`config.mk`:
```
export PLATFORM = sky130hd
export DESIGN_NAME = padet_top
export DESIGN_NICKNAME = d
export VERILOG_FILES = /design/src/shared/padet_pkg.sv /design/src/rtl/padet_edge.sv /design/src/rtl/padet_top.sv
export SDC_FILE = /design/constraint.sdc
export NUM_CORES = 1
export LEC_CHECK = 0
export BUFFER_PORTS_ARGS = -buffer_cell sky130_fd_sc_hd__buf_2
export CORE_ASPECT_RATIO = 1.2
export CORE_MARGIN = 4
export CORE_UTILIZATION = 48
export CTS_CLUSTER_DIAMETER = 50
export DETAILED_ROUTE_END_ITERATION = 12
export PLACE_DENSITY = 0.84
export SLEW_MARGIN = 20
export SYNTH_ARGS = -nofsm -noshare
export SYNTH_HDL_FRONTEND = slang
export SYNTH_SLANG_ARGS = --single-unit
```
`constraint.sdc`:
```
create_clock -name MCLK -period 4.4 [get_ports MCLK]
set_clock_uncertainty 0.2 [all_clocks]
set_input_delay 0.66 -clock MCLK [delete_from_list [all_inputs] [get_ports MCLK]]
set_output_delay 0.66 -clock MCLK [all_outputs]
set_load 0.005 [all_outputs]
```
`src/shared/padet_pkg.sv`:
```
/*
  Shared constants and types for the power activity detection unit:
  index/data port addresses, register indexes, field positions, write
  masks, reset values, power states and source bundles.
  Assumes an 8-bit IO port bus with 16-bit port addresses.
*/
package padet_pkg;

  // Index/data port pair
  localparam logic [15:0] PORT_INDEX = 16'h0022;
  localparam logic [15:0] PORT_DATA = 16'h0023;

  // Register indexes
  localparam logic [7:0] IDX_SYS_RANGE = 8'h63;
  localparam logic [7:0] IDX_SYS_IRQ = 8'h64;
  localparam logic [7:0] IDX_HK_SRC = 8'h65;
  localparam logic [7:0] IDX_HK_RANGE = 8'h66;
  localparam logic [7:0] IDX_INACT = 8'h67;
  localparam logic [7:0] IDX_TRAP = 8'h69;
  localparam logic [7:0] IDX_TRAP_UP = 8'h6A;
  localparam logic [7:0] IDX_RANGE_HI = 8'h6B;
  localparam logic [7:0] IDX_RANGE_LO = 8'h6C;

  localparam logic [7:0] REG_RESET = 8'h00;

  // Writable bits; the others read as zero
  localparam logic [7:0] MASK_SYS_RANGE = 8'h20;
  localparam logic [7:0] MASK_SYS_IRQ = 8'hE0;
  localparam logic [7:0] MASK_HK_SRC = 8'hFC;
  localparam logic [7:0] MASK_HK_RANGE = 8'h20;
  localparam logic [7:0] MASK_PERIPH = 8'hFC;
  localparam logic [7:0] MASK_TRAP_UP = 8'h3F;
  localparam logic [7:0] MASK_FULL = 8'hFF;

  // Field positions
  localparam int BIT_RANGE_EN = 5;
  localparam int BIT_SYS_UPPER_IRQ = 7;
  localparam int BIT_SYS_IRQ0 = 6;
  localparam int BIT_SYS_NMI = 5;
  localparam int BIT_HK_DRQ = 7;
  localparam int BIT_HK_BUS_MASTER = 6;
  localparam int BIT_HK_KEYBOARD = 5;
  localparam int BIT_HK_UPPER_IRQ = 4;
  localparam int BIT_HK_IRQ0 = 3;
  localparam int BIT_HK_NMI = 2;
  localparam int BIT_PER_PARALLEL = 7;
  localparam int BIT_PER_SERIAL = 6;
  localparam int BIT_PER_KEYBOARD = 5;
  localparam int BIT_PER_FLOPPY = 4;
  localparam int BIT_PER_HARD_DISK = 3;
  localparam int BIT_PER_RANGE = 2;
  localparam int BIT_RANGE_MEM = 0;

  // Sampled source vector layout
  localparam int NUM_SRC = 24;
  localparam int SRC_HARD_DISK = 0;
  localparam int SRC_FLOPPY = 1;
  localparam int SRC_KEYBOARD = 2;
  localparam int SRC_SERIAL = 3;
  localparam int SRC_PARALLEL = 4;
  localparam int SRC_BUS_MASTER = 5;
  localparam int SRC_DRQ = 6;
  localparam int SRC_IRQ0 = 7;
  localparam int SRC_NMI = 8;
  localparam int SRC_UPPER_IRQ_LO = 9;
  localparam int SRC_UPPER_IRQ_HI = 23;

  typedef enum logic [2:0] {
    PADET_PWR_ON = 3'b000,
    PADET_PWR_DOZE = 3'b001,
    PADET_PWR_STANDBY = 3'b010,
    PADET_PWR_HOUSEKEEP = 3'b011,
    PADET_PWR_SUSPEND = 3'b100
  } padet_power_t;

  typedef struct packed {
    logic [15:1] upper_interrupt_lines_src;
    logic nmi_src;
    logic irq0_src;
    logic drq_src;
    logic bus_master_src;
    logic parallel_port_src;
    logic serial_port_src;
    logic keyboard_src;
    logic floppy_src;
    logic hard_disk_src;
  } padet_src_t;

  typedef struct packed {
    logic valid;
    logic is_mem;
    logic [31:0] addr;
  } padet_cycle_t;

  typedef struct packed {
    logic smi_on_sys_activity;
    logic smi_on_hk_activity;
    logic auto_power;
  } padet_ctrl_t;

endpackage : padet_pkg

```
`src/rtl/padet_edge.sv`:
```
/*
  Samples a vector of activity levels on the clock and emits a one-cycle
  pulse for each low-to-high transition.
  Assumes inputs are synchronous to the clock.
*/
`timescale 1ns/10ps
module padet_edge #(
  parameter int WIDTH = 8
) (
  input wire logic clk,
  input wire logic rst,
  input wire logic [WIDTH-1:0] level_in,
  output logic [WIDTH-1:0] pulse_out
);

  logic [WIDTH-1:0] prev_reg;
  logic [WIDTH-1:0] pulse_reg;

  genvar i;
  generate
    for (i = 0; i < WIDTH; i++) begin : g_bit
      always_ff @(posedge clk or posedge rst) begin
        if (rst) begin
          prev_reg[i] <= 1'b0;
          pulse_reg[i] <= 1'b0;
        end else begin
          prev_reg[i] <= level_in[i];
          pulse_reg[i] <= level_in[i] & ~prev_reg[i];
        end
      end
    end
  endgenerate

  assign pulse_out = pulse_reg;

endmodule : padet_edge

```
`src/rtl/padet_top.sv`:
```
/*
  Power activity detection unit: enable registers behind an index/data
  port pair, address range 0 comparator, system and house-keeping
  activity qualification, peripheral inactivity and access trapping.
  Assumes the power-down timers, SMI control/status registers and power
  state machine live outside and use the pulses produced here.
*/
// Operation
// - A range 0 hit counts as system activity only while its system enable bit 5 is set.
// - System enable bits 7, 6 and 5 enable interrupt lines 15-1, line 0 and the NMI.
// - House-keeping activity is recognised only in the doze or standby state.
// - An enabled house-keeping activity returns to power-on for the house-keeping time.
// - House-keeping enable bits 7 to 2 select DMA, bus master, keyboard, UPPER_INTERRUPT_LINES_SRC, IRQ0, NMI.
// - House-keeping range enable bit 5 makes a range 0 hit a house-keeping activity.
// - An enabled peripheral idle for a whole peripheral timeout period raises an SMI.
// - An access to a peripheral enabled in the trap register is trapped and raises an SMI.
// - The upper range byte meets address bits 31-24 on memory or 15-8 on IO cycles.
// - All enable and range registers reset to zero.
// - System activity reloads the timers and raises an SMI or wakes to power-on; the code wakes only with SMI_CTRL.auto_power set in doze or standby.
// - House-keeping activity raises an SMI if so configured, else enters house-keeping.
// - Lower range bit 0 selects memory compare when one and IO compare when zero.
`timescale 1ns/10ps
module padet_top
  import padet_pkg::*;
(
  input wire logic MCLK,
  input wire logic RESET,
  input wire logic [15:0] IO_ADDR,
  input wire logic IO_WR,
  input wire logic IO_RD,
  input wire logic [7:0] IO_WDATA,
  output logic [7:0] IO_RDATA,
  input wire padet_pkg::padet_src_t ACT_SRC,
  input wire padet_pkg::padet_cycle_t PCI_CYCLE,
  input wire padet_pkg::padet_power_t POWER_STATE,
  input wire padet_pkg::padet_ctrl_t SMI_CTRL,
  input wire logic PERIPH_TIMEOUT,
  output logic TIMER_RELOAD,
  output logic WAKE_POWER_ON,
  output logic HK_ENTER,
  output logic SMI_REQ,
  output logic [7:0] INACTIVE_STATUS,
  output logic [7:0] TRAP_STATUS
);
  import padet_pkg::*;

  logic [7:0] index_reg;
  logic [7:0] sys_range_reg;
  logic [7:0] sys_irq_reg;
  logic [7:0] hk_src_reg;
  logic [7:0] hk_range_reg;
  logic [7:0] inact_reg;
  logic [7:0] trap_reg;
  logic [7:0] trap_up_reg;
  logic [7:0] range_hi_reg;
  logic [7:0] range_lo_reg;
  logic [7:0] rdata_reg;
  logic [7:0] rdata_next;
  logic [7:0] seen_reg;
  logic [7:0] inact_stat_reg;
  logic [7:0] trap_stat_reg;
  logic reload_reg;
  logic wake_reg;
  logic hk_reg;
  logic smi_reg;
  logic range_hit_zero_reg;

  logic data_wr;
  logic [NUM_SRC-1:0] src_level;
  logic [NUM_SRC-1:0] src_evt;
  logic [7:0] range_field;
  logic [7:0] periph_evt;
  logic upper_irq_evt;
  logic sys_evt;
  logic hk_evt;
  logic low_power;
  logic [7:0] idle_hit;
  logic [7:0] trap_hit;

  assign data_wr = IO_WR && (IO_ADDR == PORT_DATA);

  // Index port
  always_ff @(posedge MCLK or posedge RESET) begin
    if (RESET) begin
      index_reg <= REG_RESET;
    end else if (IO_WR && (IO_ADDR == PORT_INDEX)) begin
      index_reg <= IO_WDATA;
    end
  end

  // Enable registers, reserved bits kept at zero
  always_ff @(posedge MCLK or posedge RESET) begin
    if (RESET) begin
      sys_range_reg <= REG_RESET;
      sys_irq_reg <= REG_RESET;
      hk_src_reg <= REG_RESET;
      hk_range_reg <= REG_RESET;
      inact_reg <= REG_RESET;
      trap_reg <= REG_RESET;
      trap_up_reg <= REG_RESET;
      range_hi_reg <= REG_RESET;
      range_lo_reg <= REG_RESET;
    end else if (data_wr) begin
      unique case (index_reg)
        IDX_SYS_RANGE: sys_range_reg <= IO_WDATA & MASK_SYS_RANGE;
        IDX_SYS_IRQ: sys_irq_reg <= IO_WDATA & MASK_SYS_IRQ;
        IDX_HK_SRC: hk_src_reg <= IO_WDATA & MASK_HK_SRC;
        IDX_HK_RANGE: hk_range_reg <= IO_WDATA & MASK_HK_RANGE;
        IDX_INACT: inact_reg <= IO_WDATA & MASK_PERIPH;
        IDX_TRAP: trap_reg <= IO_WDATA & MASK_PERIPH;
        IDX_TRAP_UP: trap_up_reg <= IO_WDATA & MASK_TRAP_UP;
        IDX_RANGE_HI: range_hi_reg <= IO_WDATA & MASK_FULL;
        IDX_RANGE_LO: range_lo_reg <= IO_WDATA & MASK_FULL;
        default: ;
      endcase
    end
  end

  // Read mux; unmapped indexes read 00h
  always_comb begin
    rdata_next = REG_RESET;
    if (IO_ADDR == PORT_INDEX) begin
      rdata_next = index_reg;
    end else if (IO_ADDR == PORT_DATA) begin
      unique case (index_reg)
        IDX_SYS_RANGE: rdata_next = sys_range_reg;
        IDX_SYS_IRQ: rdata_next = sys_irq_reg;
        IDX_HK_SRC: rdata_next = hk_src_reg;
        IDX_HK_RANGE: rdata_next = hk_range_reg;
        IDX_INACT: rdata_next = inact_reg;
        IDX_TRAP: rdata_next = trap_reg;
        IDX_TRAP_UP: rdata_next = trap_up_reg;
        IDX_RANGE_HI: rdata_next = range_hi_reg;
        IDX_RANGE_LO: rdata_next = range_lo_reg;
        default: rdata_next = REG_RESET;
      endcase
    end
  end

  always_ff @(posedge MCLK or posedge RESET) begin
    if (RESET) begin
      rdata_reg <= REG_RESET;
    end else if (IO_RD) begin
      rdata_reg <= rdata_next;
    end
  end

  // Address range 0 compare on the bus cycle
  always_comb begin
    if (range_lo_reg[BIT_RANGE_MEM]) begin
      range_field = PCI_CYCLE.addr[31:24];
    end else begin
      range_field = PCI_CYCLE.addr[15:8];
    end
  end

  always_ff @(posedge MCLK or posedge RESET) begin
    if (RESET) begin
      range_hit_zero_reg <= 1'b0;
    end else begin
      range_hit_zero_reg <= PCI_CYCLE.valid
        && (PCI_CYCLE.is_mem == range_lo_reg[BIT_RANGE_MEM])
        && (range_field == range_hi_reg);
    end
  end

  // Source sampling into one-cycle events
  assign src_level = {ACT_SRC.upper_interrupt_lines_src, ACT_SRC.nmi_src, ACT_SRC.irq0_src,
                      ACT_SRC.drq_src, ACT_SRC.bus_master_src, ACT_SRC.parallel_port_src,
                      ACT_SRC.serial_port_src, ACT_SRC.keyboard_src, ACT_SRC.floppy_src,
                      ACT_SRC.hard_disk_src};

  padet_edge #(
    .WIDTH(NUM_SRC)
  ) padet_edge_i (
    .clk(MCLK),
    .rst(RESET),
    .level_in(src_level),
    .pulse_out(src_evt)
  );

  assign upper_irq_evt = |src_evt[SRC_UPPER_IRQ_HI:SRC_UPPER_IRQ_LO];

  // Peripheral events in the inactivity/trap bit order
  always_comb begin
    periph_evt = 8'h00;
    periph_evt[BIT_PER_PARALLEL] = src_evt[SRC_PARALLEL];
    periph_evt[BIT_PER_SERIAL] = src_evt[SRC_SERIAL];
    periph_evt[BIT_PER_KEYBOARD] = src_evt[SRC_KEYBOARD];
    periph_evt[BIT_PER_FLOPPY] = src_evt[SRC_FLOPPY];
    periph_evt[BIT_PER_HARD_DISK] = src_evt[SRC_HARD_DISK];
    periph_evt[BIT_PER_RANGE] = range_hit_zero_reg;
  end

  // Masked system activity
  assign sys_evt = (sys_range_reg[BIT_RANGE_EN] && range_hit_zero_reg)
    || (sys_irq_reg[BIT_SYS_UPPER_IRQ] && upper_irq_evt)
    || (sys_irq_reg[BIT_SYS_IRQ0] && src_evt[SRC_IRQ0])
    || (sys_irq_reg[BIT_SYS_NMI] && src_evt[SRC_NMI]);

  assign low_power = (POWER_STATE == PADET_PWR_DOZE) || (POWER_STATE == PADET_PWR_STANDBY);

  // Masked house-keeping activity, only in doze or standby
  assign hk_evt = low_power && (
    (hk_src_reg[BIT_HK_DRQ] && src_evt[SRC_DRQ])
    || (hk_src_reg[BIT_HK_BUS_MASTER] && src_evt[SRC_BUS_MASTER])
    || (hk_src_reg[BIT_HK_KEYBOARD] && src_evt[SRC_KEYBOARD])
    || (hk_src_reg[BIT_HK_UPPER_IRQ] && upper_irq_evt)
    || (hk_src_reg[BIT_HK_IRQ0] && src_evt[SRC_IRQ0])
    || (hk_src_reg[BIT_HK_NMI] && src_evt[SRC_NMI])
    || (hk_range_reg[BIT_RANGE_EN] && range_hit_zero_reg));

  // Activity seen within the current peripheral period
  always_ff @(posedge MCLK or posedge RESET) begin
    if (RESET) begin
      seen_reg <= REG_RESET;
    end else if (PERIPH_TIMEOUT) begin
      seen_reg <= periph_evt;
    end else begin
      seen_reg <= seen_reg | periph_evt;
    end
  end

  assign idle_hit = PERIPH_TIMEOUT ? (inact_reg & ~seen_reg & ~periph_evt) : 8'h00;
  assign trap_hit = trap_reg & periph_evt;

  // Sticky per-peripheral status, cleared by a write to the enable register
  always_ff @(posedge MCLK or posedge RESET) begin
    if (RESET) begin
      inact_stat_reg <= REG_RESET;
      trap_stat_reg <= REG_RESET;
    end else begin
      if (data_wr && (index_reg == IDX_INACT)) begin
        inact_stat_reg <= idle_hit;
      end else begin
        inact_stat_reg <= inact_stat_reg | idle_hit;
      end
      if (data_wr && (index_reg == IDX_TRAP)) begin
        trap_stat_reg <= trap_hit;
      end else begin
        trap_stat_reg <= trap_stat_reg | trap_hit;
      end
    end
  end

  // Activity responses
  always_ff @(posedge MCLK or posedge RESET) begin
    if (RESET) begin
      reload_reg <= 1'b0;
      wake_reg <= 1'b0;
      hk_reg <= 1'b0;
      smi_reg <= 1'b0;
    end else begin
      reload_reg <= sys_evt;
      wake_reg <= sys_evt && !SMI_CTRL.smi_on_sys_activity && SMI_CTRL.auto_power
        && low_power;
      hk_reg <= hk_evt && !SMI_CTRL.smi_on_hk_activity;
      smi_reg <= (sys_evt && SMI_CTRL.smi_on_sys_activity)
        || (hk_evt && SMI_CTRL.smi_on_hk_activity)
        || (|idle_hit)
        || (|trap_hit);
    end
  end

  assign IO_RDATA = rdata_reg;
  assign TIMER_RELOAD = reload_reg;
  assign WAKE_POWER_ON = wake_reg;
  assign HK_ENTER = hk_reg;
  assign SMI_REQ = smi_reg;
  assign INACTIVE_STATUS = inact_stat_reg;
  assign TRAP_STATUS = trap_stat_reg;

endmodule : padet_top

```
==> flow_summary.yaml <==
grt:
  grt_max_degree: 84
  grt_pass1_wl_mm: 21.62
  track_usage: 0.2130
  grt_overflow: 0
  antenna_found_initial: 0
  grt_pass1_vias: 3984
layout:
  drive_gt1_frac: 0.3852
  regArea_um2: 3303
  utilization: 0.6018
  antenna_cells: 0
  synthToLayoutAreaGrowth_pct: 22.25
  multi_input_area_um2: 2021
  post-route-cell-area_um2: 6641
  fillers: 855
  fin_nets: 594
die:
  start_util: 0.4923
  die_w_um: 105.1
  rows: 42
  die_y_um: 124.5
  core_um2: 11040
  fp.dieArea_um2: 13090
  ioPinCount: 121
critical_path:
  critical_path_class: "reg2reg"
  cp_num_buf_inv: 0
  cpMaxStageDelayCell: "dfrtp_1"
  critPathMaxFanout: 20
  regToRegSetupSlack_ns: 1.55
  start_kind: "flip-flop"
  cp_cell_sequence: "nand2_1 > nor3_1 > and3_1 > mux2_2"
  r2r_start: "index_reg[1]"
  ff2ff_path_depth: 4
  cp_data_required_time_ns: 4.49
  crit_cells: 4
  endpoint: "range_hi_reg[4]"
  reg2reg_to: "range_hi_reg[4]"
  cp_top_family: "simple AND/OR/NAND/NOR gates"
  cp-startpoint: "index_reg[1]"
  crit_arrival_ns: 2.94
  cp-end-kind: "flip-flop"
  cpPeakStageDelay_ns: 0.82
synthesis:
  synth_most_common_cell: "dfrtp_1"
  synth_edf_count: 0
  syn_avg_cell_area_um2: 13.68
  synth_common_cells: "dfrtp_1 (132), mux2_2 (51), nor2b_1 (30), a22o_1 (12), a22oi_1 (11)"
  synthFlopType: "dfrtp_1"
  ys_seq_elements: 132
  async_reset_ff_frac: 1.000
  syn_inst: 397
  ys_warn_count: 0
  yosysSeqAreaShare: 0.6080
  yosysTopAreaCellShare: 0.6080
  yosysTopAreaCell: "dfrtp_1"
  ys_types: 54
  syn-cell-area_um2: 5433
  synthTopCellsByArea: "dfrtp_1 (61%), mux2_2 (11%), nor2b_1 (3.5%)"
placement:
  io_buffers: 100
  pre_cts_ws_ns: 1.481
  place_area_um2: 6035
  globalplace.congestion: 0.8918
  dpl.hpwl_mm: 9.184
clocking:
  cts.sinks: 132
  cts_root_buf: "clkbuf_16"
  insertion_delay_ns: 0.42
  cts-buffers-inserted: 17
  tritoncts: "built"
  postCtsSetupBuffers: 0
  ctsLongestPathBuffers: 2
  htreeDepth: 4
  cts_resized: 0
  hold_buffers: 0
  clkTransAtPathRegs_ns: 0.06
drt:
  via_count: 3824
  drt_iter0_drc: 179
  drt_pass1_iterations: 5
  drt-vias-per-instance: 5.920
  wl_per_cell_um: 20.33
  wirelength_mm: 13.13
  route.detailed.drc: 0
  ant_nets: 0
timing:
  final_hold_viol_count: 0
  finalSetupViolCount: 0
  rsz0062_at_grt: "no"
  fmax_ghz: 0.3511
  max_slew.worst_pin.slew_ns: 0.9920
  worst_slack_ns: 1.552
  slew_headroom: 0.3386
  period_needed_ns: 2.848
  setup_tns_ns: 0
  drv_slew: 0
  min_period_over_period: 0.6473
power:
  p_leak_nw: 3.240
  power.share.clock: 0.515
  finalPower_mw: 2.802
  switching_power_mw: 0.6174
  power.share.combinational: 0.038
  powerDensity_nw_per_um2: 421.9
  seqPwrFrac: 0.447
  p_int_mw: 2.185
  peakVddDrop_mv: 0.3288
  p_sw_frac: 0.2203
worst_hold_path:
  holdCritPathClass: "in2reg"
flow_run:
  cap_violations: 0
status:
  outcome: "completed"
layout make-up:
| type | instances | share of cell area |
|---|---|---|
| multi-input combinational | 244 | 0.3043 |
| sequential | 132 | 0.4974 |
| clock inverter | 13 | 0.02619 |
| tap | 132 | 0.02487 |
| timing repair buffer | 102 | 0.07950 |
| clock buffer | 19 | 0.06518 |
| inverter | 4 | 0.002638 |
stage by stage:
stage / hold WS (ns) / cells
2_1_floorplan: 0.1777 / 400
3_3_place_gp: 0.1827 / 614
3_5_place_dp: 0.1818 / 614
4_1_cts: 0.1534 / 646
5_1_grt: 0.1468 / 646
6_report: 0.1576 / 646
power by group through the flow:
| stage | logic, mW | registers [mW] | clock network, mW |
|---|---|---|---|
| floorplan | 0.0495 | 1.27 | 0 |
| global placement | 0.102 | 1.27 | 0 |
| detailed placement | 0.107 | 1.27 | 0 |
| CTS | 0.108 | 1.25 | 1.46 |
| global route | 0.121 | 1.26 | 1.52 |
| finish | 0.106 | 1.25 | 1.44 |
worst reg2reg max path, delay by kind of cell (launching register included):
kind	cells	cell delay [ns]
flip-flops	1	0.82
AND/OR/NAND/NOR	3	1.32
multiplexers	1	0.40
cell families (layout without fill, tap and decap cells):
kind of cell / Yosys count / count (layout) / synth area share
other: 1 / 4 / 0.0006903
DFF: 132 / 132 / 0.6080
muxes: 64 / 64 / 0.1357
xor gates and xnor gates: 10 / 10 / 0.01612
buffers and inverters: 24 / 138 / 0.02211
AOI/OAI and AO/OA: 71 / 71 / 0.1064
and+or+nand+nor: 95 / 95 / 0.1110
worst min-delay path by stage:
| stage | cells after the start | slack, ns | from | end |
|---|---|---|---|---|
| 6_report | 1 | 0.16 | ACT_SRC[18] | padet_edge_i.prev_reg[18] |
| 5_1_grt | 1 | 0.15 | ACT_SRC[21] | padet_edge_i.prev_reg[21] |
| 4_1_cts | 1 | 0.15 | ACT_SRC[12] | padet_edge_i.prev_reg[12] |
| 3_5_place_dp | 1 | 0.18 | padet_edge_i.prev_reg[5] | padet_edge_i.pulse_out[5] |
| 3_3_place_gp | 1 | 0.18 | padet_edge_i.prev_reg[5] | padet_edge_i.pulse_out[5] |
| 2_1_floorplan | 1 | 0.18 | padet_edge_i.prev_reg[0] | padet_edge_i.pulse_out[0] |
metal layers:
layer  vias up  part of all wire  GRT usage
met1      1930              0.40     0.2743
met4         0             0.033    0.08417
met3        33             0.068    0.05910
li1       1688                 -          -
met5         -                 0          0
met2       173              0.50     0.3419
cells in the final DEF (no fill, tap or decap), types with 5 or more instances in the layout:
cell type	synthesis	final
nor2_1	10	10
buf_2	6	100
a221oi_1	6	6
nor2b_1	30	30
a22oi_1	11	11
mux2i_1	8	8
mux2_2	51	51
nor4_1	5	5
xor2_1	8	8
a32o_1	8	8
a21o_1	7	7
nor3_1	7	7
clkbuf_16	0	17
a22o_1	12	12
dfrtp_1	132	132
nand2_1	10	10
o21ai_0	6	6
(Power assumes the default switching activity.)
